$ cat config.mk
export PLATFORM = sky130hd
export DESIGN_NAME = cst_tracker
export DESIGN_NICKNAME = d
export VERILOG_FILES = /design/src/cst_pkg.sv /design/src/cst_match_if.sv /design/src/cst_match.sv /design/src/cst_tracker.sv
export SDC_FILE = /design/constraint.sdc
export NUM_CORES = 1
export LEC_CHECK = 0
export CAP_MARGIN = 10
export CORE_MARGIN = 1.5
export CORE_UTILIZATION = 40
export CTS_CLUSTER_DIAMETER = 40
export DETAILED_ROUTE_END_ITERATION = 16
export DONT_BUFFER_PORTS = 1
export PLACE_DENSITY_LB_ADDON = 0.3
export SLEW_MARGIN = 20
export SYNTH_ARGS = -nofsm -noshare
export SYNTH_HDL_FRONTEND = slang
export SYNTH_SLANG_ARGS = --single-unit
$ cat constraint.sdc
create_clock -name mclk -period 1.65 [get_ports mclk]
set_clock_uncertainty 0.2 [all_clocks]
set_input_delay 0 -clock mclk [delete_from_list [all_inputs] [get_ports mclk]]
set_output_delay 0 -clock mclk [all_outputs]
set_load 0.02 [all_outputs]
$ cat src/cst_pkg.sv
`default_nettype none
package cst_pkg;
    // ---------------------------------------------------------------
    // connection state values
    // ---------------------------------------------------------------
    localparam logic [7:0] ST_NONEXISTENT = 8'h00;
    localparam logic [7:0] ST_CONFIGURING = 8'h01;
    localparam logic [7:0] ST_ID_PENDING = 8'h02;
    localparam logic [7:0] ST_ESTABLISHED = 8'h03;
    localparam logic [7:0] ST_TIMED_OUT = 8'h04;
    // ---------------------------------------------------------------
    // connection type and identifiers
    // ---------------------------------------------------------------
    localparam logic [7:0] TYPE_EXPLICIT = 8'h00;
    localparam logic [7:0] TYPE_IO = 8'h01;
    localparam logic [15:0] ID_DEFAULT = 16'hFFFF;
    localparam logic [15:0] ID_MAX = 16'h07F0;
    // ---------------------------------------------------------------
    // register offsets
    // ---------------------------------------------------------------
    localparam logic [3:0] REG_CTRL = 4'h0;
    localparam logic [3:0] REG_STATE = 4'h1;
    localparam logic [3:0] REG_TYPE = 4'h2;
    localparam logic [3:0] REG_TX_ID = 4'h3;
    localparam logic [3:0] REG_RX_ID = 4'h4;
    localparam logic [3:0] REG_STATUS = 4'h5;
    // ctrl bit positions (write 1 to act)
    localparam int CTRL_CREATE = 0;
    localparam int CTRL_APPLY = 1;
    localparam int CTRL_DELETE = 2;
    localparam int CTRL_DYNAMIC = 3;
    localparam int CTRL_CONFIGURED = 4;

    typedef enum logic [2:0] {
        CST_NONE, CST_CONFIG, CST_IDWAIT, CST_ESTAB, CST_TIMEOUT
    } cst_state_type;

    function automatic logic cst_id_legal(input logic [15:0] id);
        return id <= ID_MAX;
    endfunction
endpackage
`default_nettype wire

$ cat src/cst_match_if.sv
`timescale 1ns/10ps
`default_nettype none
interface cst_match_if;
    logic frame_valid;
    logic [10:0] frame_id;
    logic [15:0] rx_id;
    logic active;
    logic accept;
    modport owner (output frame_valid, output frame_id, output rx_id, output active,
                   input accept);
    modport matcher (input frame_valid, input frame_id, input rx_id, input active,
                     output accept);
endinterface
`default_nettype wire

$ cat src/cst_match.sv
`timescale 1ns/10ps
`default_nettype none
module cst_match (
    // clock and reset
    input wire logic mclk,
    input wire logic resetn,
    // frame compare
    cst_match_if.matcher m
);
    typedef struct packed {
        logic accept;
    } cst_match_state_type;

    cst_match_state_type q, next_q;

    // ---------------------------------------------------------------
    // receive identifier compare
    // ---------------------------------------------------------------
    always_comb begin
        next_q = q;
        next_q.accept = m.frame_valid && m.active && cst_pkg::cst_id_legal(m.rx_id)
            && ({5'h00, m.frame_id} == m.rx_id);
    end

    always_ff @(posedge mclk or negedge resetn) begin
        if (!resetn) begin
            q <= '0;
        end else begin
            q <= next_q;
        end
    end

    assign m.accept = q.accept;

    accept_match_a: assert property (@(posedge mclk) disable iff (!resetn)
        m.accept |-> $past(m.frame_valid) && ($past({5'h00, m.frame_id}) == $past(m.rx_id)))
        else $error("frame accepted with mismatched identifier");
endmodule
`default_nettype wire

$ cat src/cst_tracker.sv
// Added by the designer: the plain strobed port and the address map.
`timescale 1ns/10ps
`default_nettype none
module cst_tracker (
    // clock and reset
    input wire logic mclk,
    input wire logic resetn,
    // register port
    input wire logic [3:0] reg_addr,
    input wire logic [15:0] reg_wdata,
    input wire logic reg_wr,
    input wire logic reg_rd,
    output logic [15:0] reg_rdata,
    // node events
    input wire logic ids_available,
    input wire logic watchdog_expired,
    input wire logic explicit_link_lost,
    // CAN frame side
    input wire logic tx_request,
    input wire logic rx_frame_valid,
    input wire logic [10:0] rx_frame_id,
    output logic tx_frame_valid,
    output logic [10:0] tx_frame_identifier,
    output logic rx_frame_accept,
    // connection status
    output logic [7:0] conn_state,
    output logic timers_start,
    output logic resources_released
);
    typedef struct packed {
        cst_pkg::cst_state_type st;
        logic configured;
        logic dynamic;
        logic [7:0] conn_type;
        logic [15:0] tx_frame_id_attr;
        logic [15:0] rx_frame_id_attr;
        logic [15:0] rdata;
        logic tx_valid;
        logic [10:0] tx_id;
        logic timers_start;
        logic released;
        logic [7:0] state_out;
    } cst_regs_type;

    cst_regs_type q, next_q;
    cst_match_if mif ();

    function automatic logic [7:0] cst_encode(input cst_pkg::cst_state_type s);
        case (s)
            cst_pkg::CST_NONE: return cst_pkg::ST_NONEXISTENT;
            cst_pkg::CST_CONFIG: return cst_pkg::ST_CONFIGURING;
            cst_pkg::CST_IDWAIT: return cst_pkg::ST_ID_PENDING;
            cst_pkg::CST_ESTAB: return cst_pkg::ST_ESTABLISHED;
            cst_pkg::CST_TIMEOUT: return cst_pkg::ST_TIMED_OUT;
            default: return cst_pkg::ST_NONEXISTENT;
        endcase
    endfunction

    // ---------------------------------------------------------------
    // state and attributes
    // ---------------------------------------------------------------
    always_comb begin
        logic wr_ctrl;
        logic ids_ok;
        logic apply;
        wr_ctrl = reg_wr && (reg_addr == cst_pkg::REG_CTRL);
        apply = wr_ctrl && reg_wdata[cst_pkg::CTRL_APPLY];
        ids_ok = ids_available && cst_pkg::cst_id_legal(q.tx_frame_id_attr)
            && cst_pkg::cst_id_legal(q.rx_frame_id_attr);
        next_q = q;
        next_q.timers_start = 1'b0;
        next_q.released = 1'b0;
        next_q.rdata = 16'h0000;
        if (wr_ctrl && reg_wdata[cst_pkg::CTRL_CONFIGURED]) begin
            next_q.configured = 1'b1;
        end
        if (reg_wr && q.st == cst_pkg::CST_CONFIG) begin
            case (reg_addr)
                cst_pkg::REG_TYPE: begin
                    next_q.conn_type = reg_wdata[7:0];
                end
                cst_pkg::REG_TX_ID: begin
                    next_q.tx_frame_id_attr = reg_wdata;
                end
                cst_pkg::REG_RX_ID: begin
                    next_q.rx_frame_id_attr = reg_wdata;
                end
                default: begin
                end
            endcase
        end
        if (reg_wr && q.st == cst_pkg::CST_IDWAIT) begin
            if (reg_addr == cst_pkg::REG_TX_ID) begin
                next_q.tx_frame_id_attr = reg_wdata;
            end
            if (reg_addr == cst_pkg::REG_RX_ID) begin
                next_q.rx_frame_id_attr = reg_wdata;
            end
        end
        case (q.st)
            cst_pkg::CST_NONE: begin
                if (wr_ctrl && reg_wdata[cst_pkg::CTRL_CREATE]) begin
                    next_q.st = cst_pkg::CST_CONFIG;
                    next_q.configured = reg_wdata[cst_pkg::CTRL_CONFIGURED];
                    next_q.dynamic = reg_wdata[cst_pkg::CTRL_DYNAMIC];
                    next_q.conn_type = cst_pkg::TYPE_IO;
                    next_q.tx_frame_id_attr = cst_pkg::ID_DEFAULT;
                    next_q.rx_frame_id_attr = cst_pkg::ID_DEFAULT;
                end
            end
            cst_pkg::CST_CONFIG: begin
                if (apply && (q.configured || reg_wdata[cst_pkg::CTRL_CONFIGURED])) begin
                    if (ids_ok) begin
                        next_q.st = cst_pkg::CST_ESTAB;
                        next_q.timers_start = 1'b1;
                    end else begin
                        next_q.st = cst_pkg::CST_IDWAIT;
                    end
                end
            end
            cst_pkg::CST_IDWAIT: begin
                if (ids_ok) begin
                    next_q.st = cst_pkg::CST_ESTAB;
                    next_q.timers_start = 1'b1;
                end
            end
            cst_pkg::CST_ESTAB: begin
                if (watchdog_expired) begin
                    next_q.st = cst_pkg::CST_TIMEOUT;
                end
            end
            cst_pkg::CST_TIMEOUT: begin
            end
            default: begin
                next_q.st = cst_pkg::CST_NONE;
            end
        endcase
        if (q.dynamic && explicit_link_lost && (q.st == cst_pkg::CST_CONFIG
                || q.st == cst_pkg::CST_IDWAIT)) begin
            next_q.st = cst_pkg::CST_NONE;
            next_q.released = 1'b1;
            next_q.dynamic = 1'b0;
            next_q.configured = 1'b0;
            next_q.timers_start = 1'b0;
            next_q.tx_frame_id_attr = cst_pkg::ID_DEFAULT;
            next_q.rx_frame_id_attr = cst_pkg::ID_DEFAULT;
        end else if (wr_ctrl && reg_wdata[cst_pkg::CTRL_DELETE]
                && q.st != cst_pkg::CST_NONE) begin
            next_q.st = cst_pkg::CST_NONE;
            next_q.released = 1'b1;
            next_q.dynamic = 1'b0;
            next_q.configured = 1'b0;
            next_q.timers_start = 1'b0;
        end
        next_q.state_out = cst_encode(next_q.st);
        // ---------------------------------------------------------------
        // transmit path
        // ---------------------------------------------------------------
        next_q.tx_valid = tx_request && q.st == cst_pkg::CST_ESTAB
            && cst_pkg::cst_id_legal(q.tx_frame_id_attr);
        next_q.tx_id = next_q.tx_valid ? q.tx_frame_id_attr[10:0] : 11'h000;
        // ---------------------------------------------------------------
        // register read
        // ---------------------------------------------------------------
        if (reg_rd) begin
            case (reg_addr)
                cst_pkg::REG_STATE: next_q.rdata = {8'h00, q.state_out};
                cst_pkg::REG_TYPE: next_q.rdata = {8'h00, q.conn_type};
                cst_pkg::REG_TX_ID: next_q.rdata = q.tx_frame_id_attr;
                cst_pkg::REG_RX_ID: next_q.rdata = q.rx_frame_id_attr;
                cst_pkg::REG_STATUS: next_q.rdata = {14'h0000, q.dynamic, q.configured};
                default: next_q.rdata = 16'h0000;
            endcase
        end
    end

    always_ff @(posedge mclk or negedge resetn) begin
        if (!resetn) begin
            q.st <= cst_pkg::CST_NONE;
            q.configured <= 1'b0;
            q.dynamic <= 1'b0;
            q.conn_type <= cst_pkg::TYPE_IO;
            q.tx_frame_id_attr <= cst_pkg::ID_DEFAULT;
            q.rx_frame_id_attr <= cst_pkg::ID_DEFAULT;
            q.rdata <= 16'h0000;
            q.tx_valid <= 1'b0;
            q.tx_id <= 11'h000;
            q.timers_start <= 1'b0;
            q.released <= 1'b0;
            q.state_out <= cst_pkg::ST_NONEXISTENT;
        end else begin
            q <= next_q;
        end
    end

    // ---------------------------------------------------------------
    // receive match
    // ---------------------------------------------------------------
    assign mif.frame_valid = rx_frame_valid;
    assign mif.frame_id = rx_frame_id;
    assign mif.rx_id = q.rx_frame_id_attr;
    assign mif.active = (q.st == cst_pkg::CST_ESTAB);

    cst_match u_match (
        .mclk(mclk),
        .resetn(resetn),
        .m(mif.matcher)
    );

    assign reg_rdata = q.rdata;
    assign tx_frame_valid = q.tx_valid;
    assign tx_frame_identifier = q.tx_id;
    assign rx_frame_accept = mif.accept;
    assign conn_state = q.state_out;
    assign timers_start = q.timers_start;
    assign resources_released = q.released;

    // ---------------------------------------------------------------
    // check helpers
    // ---------------------------------------------------------------
    logic ctrl_wr;
    logic link_drop;
    logic del_req;
    assign ctrl_wr = reg_wr && (reg_addr == cst_pkg::REG_CTRL);
    assign link_drop = q.dynamic && explicit_link_lost
        && (q.st == cst_pkg::CST_CONFIG || q.st == cst_pkg::CST_IDWAIT);
    assign del_req = ctrl_wr && reg_wdata[cst_pkg::CTRL_DELETE] && q.st != cst_pkg::CST_NONE;

    // ---------------------------------------------------------------
    // checks
    // ---------------------------------------------------------------
    state_legal_a: assert property (@(posedge mclk) disable iff (!resetn)
        conn_state <= cst_pkg::ST_TIMED_OUT) else $error("reserved state value");
    state_known_a: assert property (@(posedge mclk) disable iff (!resetn)
        q.st inside {cst_pkg::CST_NONE, cst_pkg::CST_CONFIG, cst_pkg::CST_IDWAIT,
        cst_pkg::CST_ESTAB, cst_pkg::CST_TIMEOUT}) else $error("internal state outside set");
    delete_free_a: assert property (@(posedge mclk) disable iff (!resetn)
        (del_req && !link_drop) |=> resources_released
            && conn_state == cst_pkg::ST_NONEXISTENT) else $error("delete did not free");
    create_config_a: assert property (@(posedge mclk) disable iff (!resetn)
        (q.st == cst_pkg::CST_NONE && reg_wr && reg_addr == cst_pkg::REG_CTRL
         && reg_wdata[cst_pkg::CTRL_CREATE] && !reg_wdata[cst_pkg::CTRL_DELETE])
        |=> conn_state == cst_pkg::ST_CONFIGURING) else $error("create missed");
    config_hold_a: assert property (@(posedge mclk) disable iff (!resetn)
        (q.st == cst_pkg::CST_CONFIG && !link_drop && !del_req
         && !(ctrl_wr && reg_wdata[cst_pkg::CTRL_APPLY]))
        |=> conn_state == cst_pkg::ST_CONFIGURING) else $error("configuring left early");
    idwait_entry_a: assert property (@(posedge mclk) disable iff (!resetn)
        (conn_state == cst_pkg::ST_CONFIGURING ##1 conn_state == cst_pkg::ST_ID_PENDING)
        |-> $past(!ids_available) || $past(q.tx_frame_id_attr) > cst_pkg::ID_MAX
            || $past(q.rx_frame_id_attr) > cst_pkg::ID_MAX)
        else $error("id wait without missing identifiers");
    estab_cause_a: assert property (@(posedge mclk) disable iff (!resetn)
        $rose(conn_state == cst_pkg::ST_ESTABLISHED) |-> $past(q.configured || reg_wr))
        else $error("established without configuration");
    apply_unconfig_a: assert property (@(posedge mclk) disable iff (!resetn)
        (q.st == cst_pkg::CST_CONFIG && !q.configured && ctrl_wr
         && !reg_wdata[cst_pkg::CTRL_CONFIGURED] && !link_drop && !del_req)
        |=> conn_state == cst_pkg::ST_CONFIGURING) else $error("apply before configure");
    timeout_entry_a: assert property (@(posedge mclk) disable iff (!resetn)
        (q.st == cst_pkg::CST_ESTAB && watchdog_expired && !reg_wr)
        |=> conn_state == cst_pkg::ST_TIMED_OUT) else $error("timeout missed");
    timeout_hold_a: assert property (@(posedge mclk) disable iff (!resetn)
        (q.st == cst_pkg::CST_TIMEOUT && !del_req) |=> conn_state == cst_pkg::ST_TIMED_OUT)
        else $error("timed out left without delete");
    link_release_a: assert property (@(posedge mclk) disable iff (!resetn)
        (q.dynamic && explicit_link_lost && q.st inside {cst_pkg::CST_CONFIG,
         cst_pkg::CST_IDWAIT}) |=> resources_released && conn_state == cst_pkg::ST_NONEXISTENT)
        else $error("dynamic connection not released");
    timers_entry_a: assert property (@(posedge mclk) disable iff (!resetn)
        $rose(conn_state == cst_pkg::ST_ESTABLISHED) == timers_start)
        else $error("timers not started on establish");
    create_default_a: assert property (@(posedge mclk) disable iff (!resetn)
        (q.st == cst_pkg::CST_NONE && ctrl_wr && reg_wdata[cst_pkg::CTRL_CREATE])
        |=> q.tx_frame_id_attr == cst_pkg::ID_DEFAULT
            && q.rx_frame_id_attr == cst_pkg::ID_DEFAULT
            && q.conn_type == cst_pkg::TYPE_IO) else $error("create defaults wrong");
    tx_ident_a: assert property (@(posedge mclk) disable iff (!resetn)
        tx_frame_valid |-> tx_frame_identifier == $past(q.tx_frame_id_attr[10:0])
            && $past(q.st == cst_pkg::CST_ESTAB)) else $error("tx identifier wrong");
    accept_active_a: assert property (@(posedge mclk) disable iff (!resetn)
        rx_frame_accept |-> $past(q.st == cst_pkg::CST_ESTAB))
        else $error("frame accepted while not established");

    estab_cover_c: cover property (@(posedge mclk) disable iff (!resetn)
        $rose(conn_state == cst_pkg::ST_ESTABLISHED));
    idwait_cover_c: cover property (@(posedge mclk) disable iff (!resetn)
        conn_state == cst_pkg::ST_ID_PENDING ##[1:20] conn_state == cst_pkg::ST_ESTABLISHED);
    timeout_cover_c: cover property (@(posedge mclk) disable iff (!resetn)
        $rose(conn_state == cst_pkg::ST_TIMED_OUT));
    release_cover_c: cover property (@(posedge mclk) disable iff (!resetn)
        resources_released);
    delete_cover_c: cover property (@(posedge mclk) disable iff (!resetn)
        del_req && !link_drop);
endmodule
`default_nettype wire

# ---- After elaboration in Yosys (flattened, before gate mapping)
# Index checks and enable logic that the tools add are counted.
# W data, S select, Z words.
dict set report word_totals {
  latch_bits 0
  n_memories 0
  wordCells 82
  ramBits 0
  ff_bits 84
  rom_bits 0
  input_bits 40
}
dict set report classes {
  eq_ne 14
  n_div 0
  n_mul 0
  n_bitwise 0
  reduce_logical 26
  n_mux 27
  addsub 0
  shift 0
  order_cmp 2
}
# op n
set op_table {}
lappend op_table {{$mux W16} 5}
lappend op_table {{$pmux W16 S5} 1}
lappend op_table {{$mux W32} 2}
lappend op_table {{$mux W45} 1}
lappend op_table {{$mux W42} 1}
lappend op_table {{$mux W40} 1}
lappend op_table {{$le A16 B11 Y1 const B} 2}
lappend op_table {{$logic_and A1 B1 Y1} 18}
lappend op_table {{$eq A11 B16 Y1} 1}
lappend op_table {{$pmux W3 S5} 1}
lappend op_table {{$eq A3 B2 Y1 const B} 4}
lappend op_table {{$pmux W3 S4} 1}
lappend op_table {{$mux W11} 1}
lappend op_table {{$mux W5} 2}
lappend op_table {{$mux W3} 3}
lappend op_table {{$reduce_bool A3 Y1} 3}
lappend op_table {{$eq A4 B2 Y1 const B} 2}
lappend op_table {{$eq A4 B3 Y1 const B} 2}
lappend op_table {{$mux W8} 1}
lappend op_table {{$eq A3 B1 Y1 const B} 2}
lappend op_table {{$eq A3 B3 Y1 const B} 2}
lappend op_table {{$eq A4 B1 Y1 const B} 1}
lappend op_table {{$logic_not A4 Y1} 1}
lappend op_table {{$mux W1} 4}
lappend op_table {{other kinds (5)} 7}

# ---- Depth between registers and ports, before layout
# Gate-level depths: netlist (run 1).
dict set report depth {
  depth_word 11
  depth_mapped 8
  depth_no_buf 4
}

# ---- Cells and area by module
# A second synthesis (run 1) with hierarchy kept.
dict set report unflattened {
  cells_unflattened 400
  hier_area_um2 4124.0
}
# module n_inst area_per_inst_um2 cells_each seq_area_each_um2
set by_module_without_submodules {}
lappend by_module_without_submodules {cst_tracker 1 3937.5 377 1993.2}
lappend by_module_without_submodules {cst_match 1 186.4 23 25.0}

# ---- Worst setup path after synthesis (run 1)
# OpenSTA, ideal clock, no wires.
dict set report synth_timing {
  path_kind {register -> register}
  from {register q[58] in the netlist's numbering}
  to {register q, in the netlist tx_frame_identifier[1]}
  t_arrival_ns 1.470
  required_ns 1.331
  setup_time_ns 0.119
  slack_ns -0.139
  path_stages_with_launch 6
  synth_period_minus_slack_ns 1.789
  path_buffers 1
  path_cell_list {dfstp_2 -> nand3_1 -> or3_1 -> and4_1 -> buf_4 -> and2_1}
}
# element line_no
set synth_rtl {}
lappend synth_rtl {{start, declared} cst_tracker.sv:45} ;# cst_regs_type q, next_q;
lappend synth_rtl {{start signal, assigned} cst_tracker.sv:192} ;# q <= next_q;

==> results.cfg, run 1 <==
[run_status]
outcome = complete, but fails checks
violations = negative hold slack, negative setup slack

[critical_path]
worstSetupPathType = flip-flop to flip-flop
critPathSlowestCell = dfrtp_1
crit_path_start_kind = flip-flop
critPathBufInv = 2
crit_top_cell = buf_4
crit_path_max_incr_delay_ns = 0.43
r2r_start = q[80]$_DFF_PN0_
reg2reg_slack_ns = -0.13
timing.rr.end = timers_start$_DFF_PN0_
worstSetupStartpoint = q[80]$_DFF_PN0_
critPathRequiredTime_ns = 1.72
crit_cells = 6
crit_family = flip-flops
worstPathArrival_ns = 1.85
reg2reg_depth = 6
path_cells = xnor2_1 > nor3_1 > buf_4 > o21bai_4 > buf_4 > nor4_4
end_kind = flip-flop
crit_fanout = 4
crit_path_end = timers_start$_DFF_PN0_

[sta]
fin_ws_ns = -0.135
slew_headroom_pct = 64.2
layout_min_cycle_time_ns = 1.78
whs_ns = -0.876
finalHoldViolations = 79
min_period_over_period_pct = 108
setup_viol = 49
finalSetupTns_ns = -3.80
worst_pin_slew_ns = 0.536
slew_violations = 0
fmax_mhz = 560
rsz0062_at_grt = true

[detailed_routing]
firstDrtPassIters = 5
avgViaCountPerCell = 5.31
drt_iter0_drc = 174
via_count = 3149
wl_um = 11200
top_layer = met4
wl_met1_um = 4830
wl_met3_um = 832
remaining_drc_errors = 0
routedWlPerCell_um = 18.9
met2_length_um = 5350
postRouteAntennaNets = 0

[pwr]
vdd_ir_drop_max_mv = 0.616
finalPower_mw = 7.65
leakage_nw = 2.49
p_per_area_nw_per_um2 = 1410

[synth]
synth_warnings = 0
yosys_most_used_dff = dfrtp_1
syn_area_sq_um = 3930
avgSynthCellArea_sq_um = 10.2
yosysMostFrequentCell = nand2_1
synthTopCellsByArea = dfrtp_1, dfstp_2, buf_4, nand2_1, nand3_1
synthCells = 385
async_flop_share_pct = 100
ys_seq_area_share_pct = 51.3
synth_top_area_share_pct = 29.3
post-synth-top-area-cell = dfrtp_1
synth.distinct_cells = 48
synth_edf_count = 0
synth_seq_cells = 79
synth_commonest_cells = nand2_1, dfrtp_1, buf_4, nand3_1, dfstp_2

[place]
dp_hpwl_um = 7110
post_dp_cell_area_sq_um = 4160
gp_congestion = 0.862
port_buffers = 0

[die]
std_cell_rows = 36
die_w_um = 102
io_pins = 79
start_util_pct = 40.8
die-area_sq_um = 10400
coreArea_sq_um = 9640
die_h_um = 102

[cells_and_area]
area_growth_pct = 38.2
fillers = 810
post-route-util_pct = 56.4
multi_input_area_sq_um = 2000
regArea_sq_um = 2020
drive_above_1_share_pct = 46.1
antenna_cells = 0
fin_area_sq_um = 5430
fin_nets = 495

[clocking]
root_buffer = clkbuf_8
htree_levels = 3
cts.sinks = 79
cts_buffer_depth = 2
cts.clk_slew.worst_paths_ns = 0.09
clock_latency_ns = 0.36
tritoncts = done
cts_buffers = 9
cts_hold_buf = 41

[run]
max_cap_violations = 0

[global_route]
grt.total_usage_pct = 22.5
first_global_vias = 3264
grt_start_max_net_pins = 80
overflow = 0
antenna_found_initial = 0
grt_pass1_wl_um = 17500

[worst_hold_path]
hp-class = input pin to async pin
placed cells by master (no fill, tap or decap), drive strengths merged, types with 4 or more instances in the layout:
| cell type | instances |
|---|---|
| nand4 | 7 |
| nor4 | 7 |
| dlygate4sd3 | 38 |
| nand2 | 71 |
| a222oi | 7 |
| a22oi | 9 |
| nand3 | 38 |
| and2 | 11 |
| clkbuf | 10 |
| mux2i | 8 |
| xor2 | 5 |
| xnor2 | 8 |
| conb | 5 |
| nand4b | 4 |
| buf | 71 |
| dfrtp | 46 |
| dfstp | 33 |
| nor2 | 32 |
layer usage:
| metal | GRT usage, % | vias to the layer above |
|---|---|---|
| met1 | 29.9 | 1547 |
| li1 | - | 1440 |
| met5 | 0 | - |
| met2 | 35.0 | 144 |
| met4 | 7.69 | 0 |
| met3 | 7.05 | 18 |
registers in the layout, summed over array words and instances, names as in the netlist:
signal and flops:
q 29, mif.rx_id 16, reg_rdata 16, tx_frame_identifier 11, conn_state 3, resources_released 1
timers_start 1, tx_frame_valid 1, u_match.m.accept 1
through the flow:
stage | hold WS [ns] | std cells | setup slack [ns]
global route | -0.905 | 593 | -0.195
global placement | -0.494 | 526 | -0.316
finish | -0.876 | 593 | -0.135
detailed placement | -0.494 | 526 | -0.322
floorplan | -0.496 | 389 | -0.0836
CTS | -0.892 | 592 | -0.148
worst register-to-register path: stages (launching register included):
cell and delay, ns:
dfrtp_1 0.43, xnor2_1 0.22, nor3_1 0.08, buf_4 0.16
o21bai_4 0.19, buf_4 0.15, nor4_4 0.27
worst min-delay path by stage:
stage / end / slack, ns
3_3_place_gp: resources_released$_DFF_PN0_ / -0.49
3_5_place_dp: resources_released$_DFF_PN0_ / -0.49
4_1_cts: u_match.m.accept$_DFF_PN0_ / -0.89
5_1_grt: reg_rdata[7]$_DFF_PN0_ / -0.90
2_1_floorplan: conn_state[0]$_DFF_PN0_ / -0.50
6_report: u_match.m.accept$_DFF_PN0_ / -0.88
repair_timing:
item	4_1_cts	5_1_grt
cloned	3	0
hold endpoints to repair	158	79
setup endpoints to repair	50	64
buffers inserted	7	1
gates resized for setup	90	45
pin swaps	62	8
report_power, final:
group	switching, mW	internal (mW)
Sequential	0.442	2.75
Combinational	1.36	1.47
Clock	0.769	0.863
area by class of cell:
type,instances,area share [%]
Multi-Input combinational cell,253,36.8
Timing Repair Buffer,112,19.0
Tap cell,133,3.06
Sequential cell,79,37.1
Clock buffer,10,2.35
Clock inverter,6,1.70
logic make-up (layout without fill, tap and decap cells):
logic type / Yosys count / after routing / share of synthesized area, %
and+or+nand+nor: 192 / 193 / 25.6
AOI/OAI and AO/OA: 32 / 32 / 6.46
other: 1 / 5 / 0.0954
DFF: 79 / 79 / 51.3
muxes: 10 / 10 / 2.61
buffers and inverters: 58 / 128 / 11.0
xor gates and xnor gates: 13 / 13 / 2.90
No activity file was read; power rests on OpenSTA's default activity.
==> run 2: changes to the inputs <==
--- a/config.mk
+++ b/config.mk
@@ -7,7 +7,7 @@
 export LEC_CHECK = 0
 export CAP_MARGIN = 10
 export CORE_MARGIN = 1.5
-export CORE_UTILIZATION = 40
+export CORE_UTILIZATION = 57
 export CTS_CLUSTER_DIAMETER = 40
 export DETAILED_ROUTE_END_ITERATION = 16
 export DONT_BUFFER_PORTS = 1
==> run 2 against run 1 <==
Compared with the run above:
- the run still ends with negative hold slack, negative setup slack left
- cell area decreased by 1.9%
- non-clock buffer count fell by 4
- maximum frequency decreased by 9.4%
- power down 2.0%
- sequential cell count did not move
- register-to-register slack got worse by 0.19 ns
- combinational power down 2%
- sequential share of layout area is 0.79 points higher
- critical path depth down 2
- cell count is 9.4% lower
- highest routed layer unchanged
==> results.cfg, run 2 (synthesis gave the netlist of run 1 again) <==
[pwr]
vdd_ir_drop_max_mv = 0.830
seqPwrFrac_pct = 42.8
clkPwrFrac_pct = 20.1
leakage_nw = 2.57
finalPower_mw = 7.50
power.switching_mw = 2.64
combinationalPowerShare_pct = 37.0
p_per_area_nw_per_um2 = 1410
swShare_pct = 35.2
p_int_mw = 4.86

[critical_path]
path_cells = or4_4 > nor4_2 > nand4_1 > a31oi_1
timing.rr.end = conn_state[0]$_DFF_PN0_
worstSetupStartpoint = q[68]$_DFF_PN1_
crit_path_end = conn_state[0]$_DFF_PN0_
worstPathArrival_ns = 2.03
r2r_start = q[68]$_DFF_PN1_
critPathSlowestCell = or4_4
reg2reg_slack_ns = -0.32
critPathRequiredTime_ns = 1.71
worstSetupPathType = flip-flop to flip-flop
reg2reg_depth = 4
crit_path_start_kind = flip-flop
crit_fanout = 2
end_kind = flip-flop
crit_path_max_incr_delay_ns = 0.57

[clocking]
cts_buffer_depth = 2
tritoncts = done
cts.clk_slew.worst_paths_ns = 0.09
clock_latency_ns = 0.37
htree_levels = 3
cts.sinks = 79
root_buffer = clkbuf_8
cts_buffers = 9

[cells_and_area]
post-route-util_pct = 79.3
final_common_cell = buf_4
fin_nets = 492
largest_reg_flops = 29
drive_above_1_share_pct = 50.1
area_growth_pct = 35.6
antenna_cells = 0
largest_register = q
final_cell_mix = buf_4, dfrtp_1, nand2_1
instances_no_fill = 537
fin_area_sq_um = 5330

[detailed_routing]
avgViaCountPerCell = 6.59
routedWlPerCell_um = 23.4
via_count = 3538
wl_um = 12500
drt_iter0_drc = 410
firstDrtPassIters = 7
remaining_drc_errors = 0
postRouteAntennaNets = 0

[run_status]
outcome = complete, but fails checks
violations = negative hold slack, negative setup slack

[worst_hold_path]
hp-class = input pin to async pin

[die]
std_cell_rows = 30
die_h_um = 86.1
start_util_pct = 58.5
die-area_sq_um = 7410
coreArea_sq_um = 6720
die_w_um = 86.1
io_pins = 79

[sta]
whs_ns = -0.878
fin_ws_ns = -0.321
fmax_mhz = 507
slew_headroom_pct = 65.6
rsz0062_at_grt = true
layout_min_cycle_time_ns = 1.97
worst_pin_slew_ns = 0.515
slew_violations = 0
setup_viol = 63
min_period_over_period_pct = 119
finalSetupTns_ns = -7.04
finalHoldViolations = 80

[global_route]
grt_pass1_wl_um = 16600
grt.total_usage_pct = 29.9
grt_start_max_net_pins = 80
antenna_found_initial = 0
first_global_vias = 3138
overflow = 0

[place]
dp_hpwl_um = 6460
post_dp_cell_area_sq_um = 4040
port_buffers = 0
gp_congestion = 0.899
dp_cells = 467

[run]
max_cap_violations = 0
run 2: cell count changes in the layout (fill, tap and decap cells not counted), moves of 3 or more:
cell,delta
and2_1,-5
and2_4,+5
buf_4,-9
buf_6,+10
clkinv_4,+4
dfrtp_1,-3
dfrtp_2,+3
nand2_2,+12
nand2_4,-11
run 2: worst min-delay path by stage:
stage	start	to	slack (ns)	depth (start not counted)
final	resetn	q[76]$_DFF_PN0_	-0.88	0
after floorplan	resetn	conn_state[0]$_DFF_PN0_	-0.50	0
after CTS	resetn	tx_frame_identifier[9]$_DFF_PN0_	-0.88	0
after global placement	resetn	reg_rdata[8]$_DFF_PN0_	-0.49	0
after global routing	resetn	tx_frame_identifier[8]$_DFF_PN0_	-0.90	0
after detailed placement	resetn	tx_frame_identifier[9]$_DFF_PN0_	-0.49	0
run 2: worst max-delay path: cells and delay by family, from the launching register on:
| family | cells | cell delay, ns |
|---|---|---|
| flip-flops | 1 | 0.38 |
| AO/OA/AOI/OAI | 1 | 0.26 |
| AND/OR/NAND/NOR | 3 | 1.02 |
run 2: repair_timing:
action,CTS,global route
hold buffers,34,4
cloned,3,1
gates resized for setup,35,109
endpoints found under the setup margin,53,78
endpoints found under the hold margin,158,126
pin swaps,14,51
setup buffers,6,8
run 2: metrics by stage:
step	hold slack, ns	worst slack, ns
after detailed placement	-0.494	-0.305
final	-0.878	-0.321
after floorplan	-0.496	-0.0836
after global routing	-0.895	-0.369
after global placement	-0.493	-0.261
after CTS	-0.879	-0.105
run 2: area by class of cell:
class	instances	area (sq um)
sequential	79	2020
timing repair buffer	108	1000
tap	80	100
multi-input combinational	254	2000
fill	338	1390
clock inverter	6	70.1
clock buffer	10	138
run 2: power by group through the flow:
| stage | Combinational [mW] | Sequential [mW] | Clock [mW] |
|---|---|---|---|
| finish | 2.78 | 3.21 | 1.51 |
| global route | 2.92 | 3.25 | 1.60 |
| CTS | 2.15 | 3.14 | 1.49 |
| detailed placement | 1.91 | 3.14 | 0 |
| global placement | 1.86 | 3.11 | 0 |
| floorplan | 1.01 | 3.11 | 0 |
run 2: layer usage:
layer | wire length (um) | part of all wire [%] | vias up | GRT usage [%]
met3 | 1430 | 11 | 73 | 5.97
li1 | - | - | 1442 | -
met1 | 4770 | 38 | 1701 | 41.8
met5 | 0 | 0 | - | 0
met4 | 565 | 4.5 | 0 | 10.9
met2 | 5780 | 46 | 322 | 46.3
==> run 3: changes to the inputs <==
--- a/config.mk
+++ b/config.mk
@@ -7,11 +7,12 @@
 export LEC_CHECK = 0
 export CAP_MARGIN = 10
 export CORE_MARGIN = 1.5
-export CORE_UTILIZATION = 57
+export CORE_UTILIZATION = 59
+export CTS_BUF_LIST = sky130_fd_sc_hd__clkbuf_4 sky130_fd_sc_hd__clkbuf_8
 export CTS_CLUSTER_DIAMETER = 40
 export DETAILED_ROUTE_END_ITERATION = 16
 export DONT_BUFFER_PORTS = 1
-export PLACE_DENSITY_LB_ADDON = 0.3
+export PLACE_DENSITY = 0.78
 export SLEW_MARGIN = 20
 export SYNTH_ARGS = -nofsm -noshare
 export SYNTH_HDL_FRONTEND = slang
==> run 3 against run 2 <==
Compared with the run above:
- the flow still finishes with violations (negative hold slack, negative setup slack)
- via count increased by 11%
- critical path depth unchanged
- global-route usage increased by 7.2 points
- sequential share of layout area is 1.3 points lower
- utilization grew 7.1 points
- power is 10% higher
- clock-buffer cell count unchanged
- maximum frequency is 5.8% lower
- sequential cell count unchanged
- sequential power is 4% higher
- largest cell class is now multi-input combinational cells
==> results.cfg, run 3 (synthesis gave the netlist of run 1 again) <==
[run_status]
outcome = complete, but fails checks
violations = negative hold slack, negative setup slack

[detailed_routing]
routedWlPerCell_um = 29.0
drt_iter0_drc = 820
top_layer = met4
avgViaCountPerCell = 7.25
firstDrtPassIters = 10
met2_length_um = 6810
postRouteAntennaNets = 0
wl_um = 15700
remaining_drc_errors = 0
wl_met3_um = 2170
wl_met1_um = 5320
via_count = 3922

[sta]
worst_pin_slew_ns = 0.804
whs_ns = -0.892
finalHoldViolations = 89
layout_min_cycle_time_ns = 2.09
fmax_mhz = 478
slew_headroom_pct = 45.9
min_period_over_period_pct = 127
fin_ws_ns = -0.442
setup_viol = 62
slew_violations = 0
rsz0062_at_grt = true

[cells_and_area]
final_common_cell = buf_4
post-route-util_pct = 86.4
largest_register = q
final_cell_mix = buf_4, dfrtp_1, dlygate4sd3_1
drive_above_1_share_pct = 52.5
largest_reg_flops = 29
fin_nets = 498
area_growth_pct = 40.4

[clocking]
clock_latency_ns = 0.38
cts.clk_slew.worst_paths_ns = 0.10
cts_buffers = 9
htree_levels = 3
cts.sinks = 79
cts_buffer_depth = 2
tritoncts = done
root_buffer = clkbuf_8

[global_route]
grt.total_usage_pct = 37.0
antenna_found_initial = 1
overflow = 0
grt_start_max_net_pins = 80
first_global_vias = 3617
grt_pass1_wl_um = 19900

[critical_path]
r2r_start = mif.rx_id[0]$_DFF_PN1_
reg2reg_slack_ns = -0.44
crit_fanout = 3
critPathRequiredTime_ns = 1.74
crit_path_start_kind = flip-flop
end_kind = flip-flop
reg2reg_depth = 4
worstSetupPathType = flip-flop to flip-flop
worstPathArrival_ns = 2.18
timing.rr.end = timers_start$_DFF_PN0_

[pwr]
p_per_area_nw_per_um2 = 1500
vdd_ir_drop_max_mv = 1.13
leakage_nw = 2.56

[place]
pre_cts_ws_ns = -0.290
dp_hpwl_um = 6510
port_buffers = 0
gp_congestion = 0.879

[worst_hold_path]
hp-class = input pin to async pin

[die]
std_cell_rows = 29
start_util_pct = 61.6
io_pins = 79
die-area_sq_um = 7160
die_h_um = 84.6
coreArea_sq_um = 6390
die_w_um = 84.6

[run]
max_cap_violations = 0
run 3: worst max path at each step:
stage	start	to	slack, ns	cells after the start
after floorplan	q[60]$_DFF_PN1_	tx_frame_identifier[9]$_DFF_PN0_	-0.08	5
after global placement	mif.rx_id[15]$_DFF_PN1_	timers_start$_DFF_PN0_	-0.26	4
after detailed placement	q[68]$_DFF_PN1_	tx_frame_identifier[1]$_DFF_PN0_	-0.29	4
after CTS	q[68]$_DFF_PN1_	tx_frame_identifier[0]$_DFF_PN0_	-0.12	4
after global routing	mif.rx_id[0]$_DFF_PN1_	timers_start$_DFF_PN0_	-0.38	4
final	mif.rx_id[0]$_DFF_PN1_	timers_start$_DFF_PN0_	-0.44	4
run 3: what timing repair did:
| item | in CTS | in global routing |
|---|---|---|
| pin swaps | 30 | 28 |
| gates cloned | 4 | 1 |
| gates resized for setup | 77 | 77 |
| endpoints found under the setup margin | 54 | 71 |
| hold buffers | 37 | 2 |
| endpoints found under the hold margin | 158 | 102 |
| buffers inserted | 9 | 6 |
run 3: worst max-delay path, stage by stage, from the launching register on:
cell and delay, ns:
dfstp_2 0.40, nor4_1 0.71, or3_1 0.33, nand2_2 0.11, nor4_2 0.26
run 3: metal layers:
layer | up-vias | track usage, %
li1 | 1446 | -
met1 | 1864 | 48.4
met2 | 457 | 56.6
met3 | 155 | 8.75
met4 | 0 | 21.6
met5 | - | 0
run 3: final cells by class:
type / count / area [sq um]
Tap cell: 77 / 96.3
Sequential cell: 79 / 2020
Clock buffer: 10 / 138
Multi-Input combinational cell: 254 / 2050
Timing Repair Buffer: 114 / 1120
Fill cell: 264 / 866
Antenna cell: 1 / 2.50
Clock inverter: 6 / 91.3
run 3: report_power, final:
group | switching, mW | internal [mW] | leakage [nW] | total (mW)
Combinational | 1.72 | 1.49 | 1.46 | 3.21
Clock | 0.814 | 0.905 | 0.117 | 1.72
Sequential | 0.575 | 2.76 | 0.976 | 3.33
run 3: per-stage QoR:
stage	hold WS, ns	cells	total power [mW]	area, sq um	setup TNS, ns
after global routing	-0.896	541	8.43	5520	-11.03
after global placement	-0.494	466	4.99	4070	-9.06
after detailed placement	-0.494	466	5.10	4070	-12.29
after CTS	-0.884	532	7.29	5130	-4.43
after floorplan	-0.496	389	4.13	3950	-0.752
final	-0.892	541	8.27	5520	-10.23
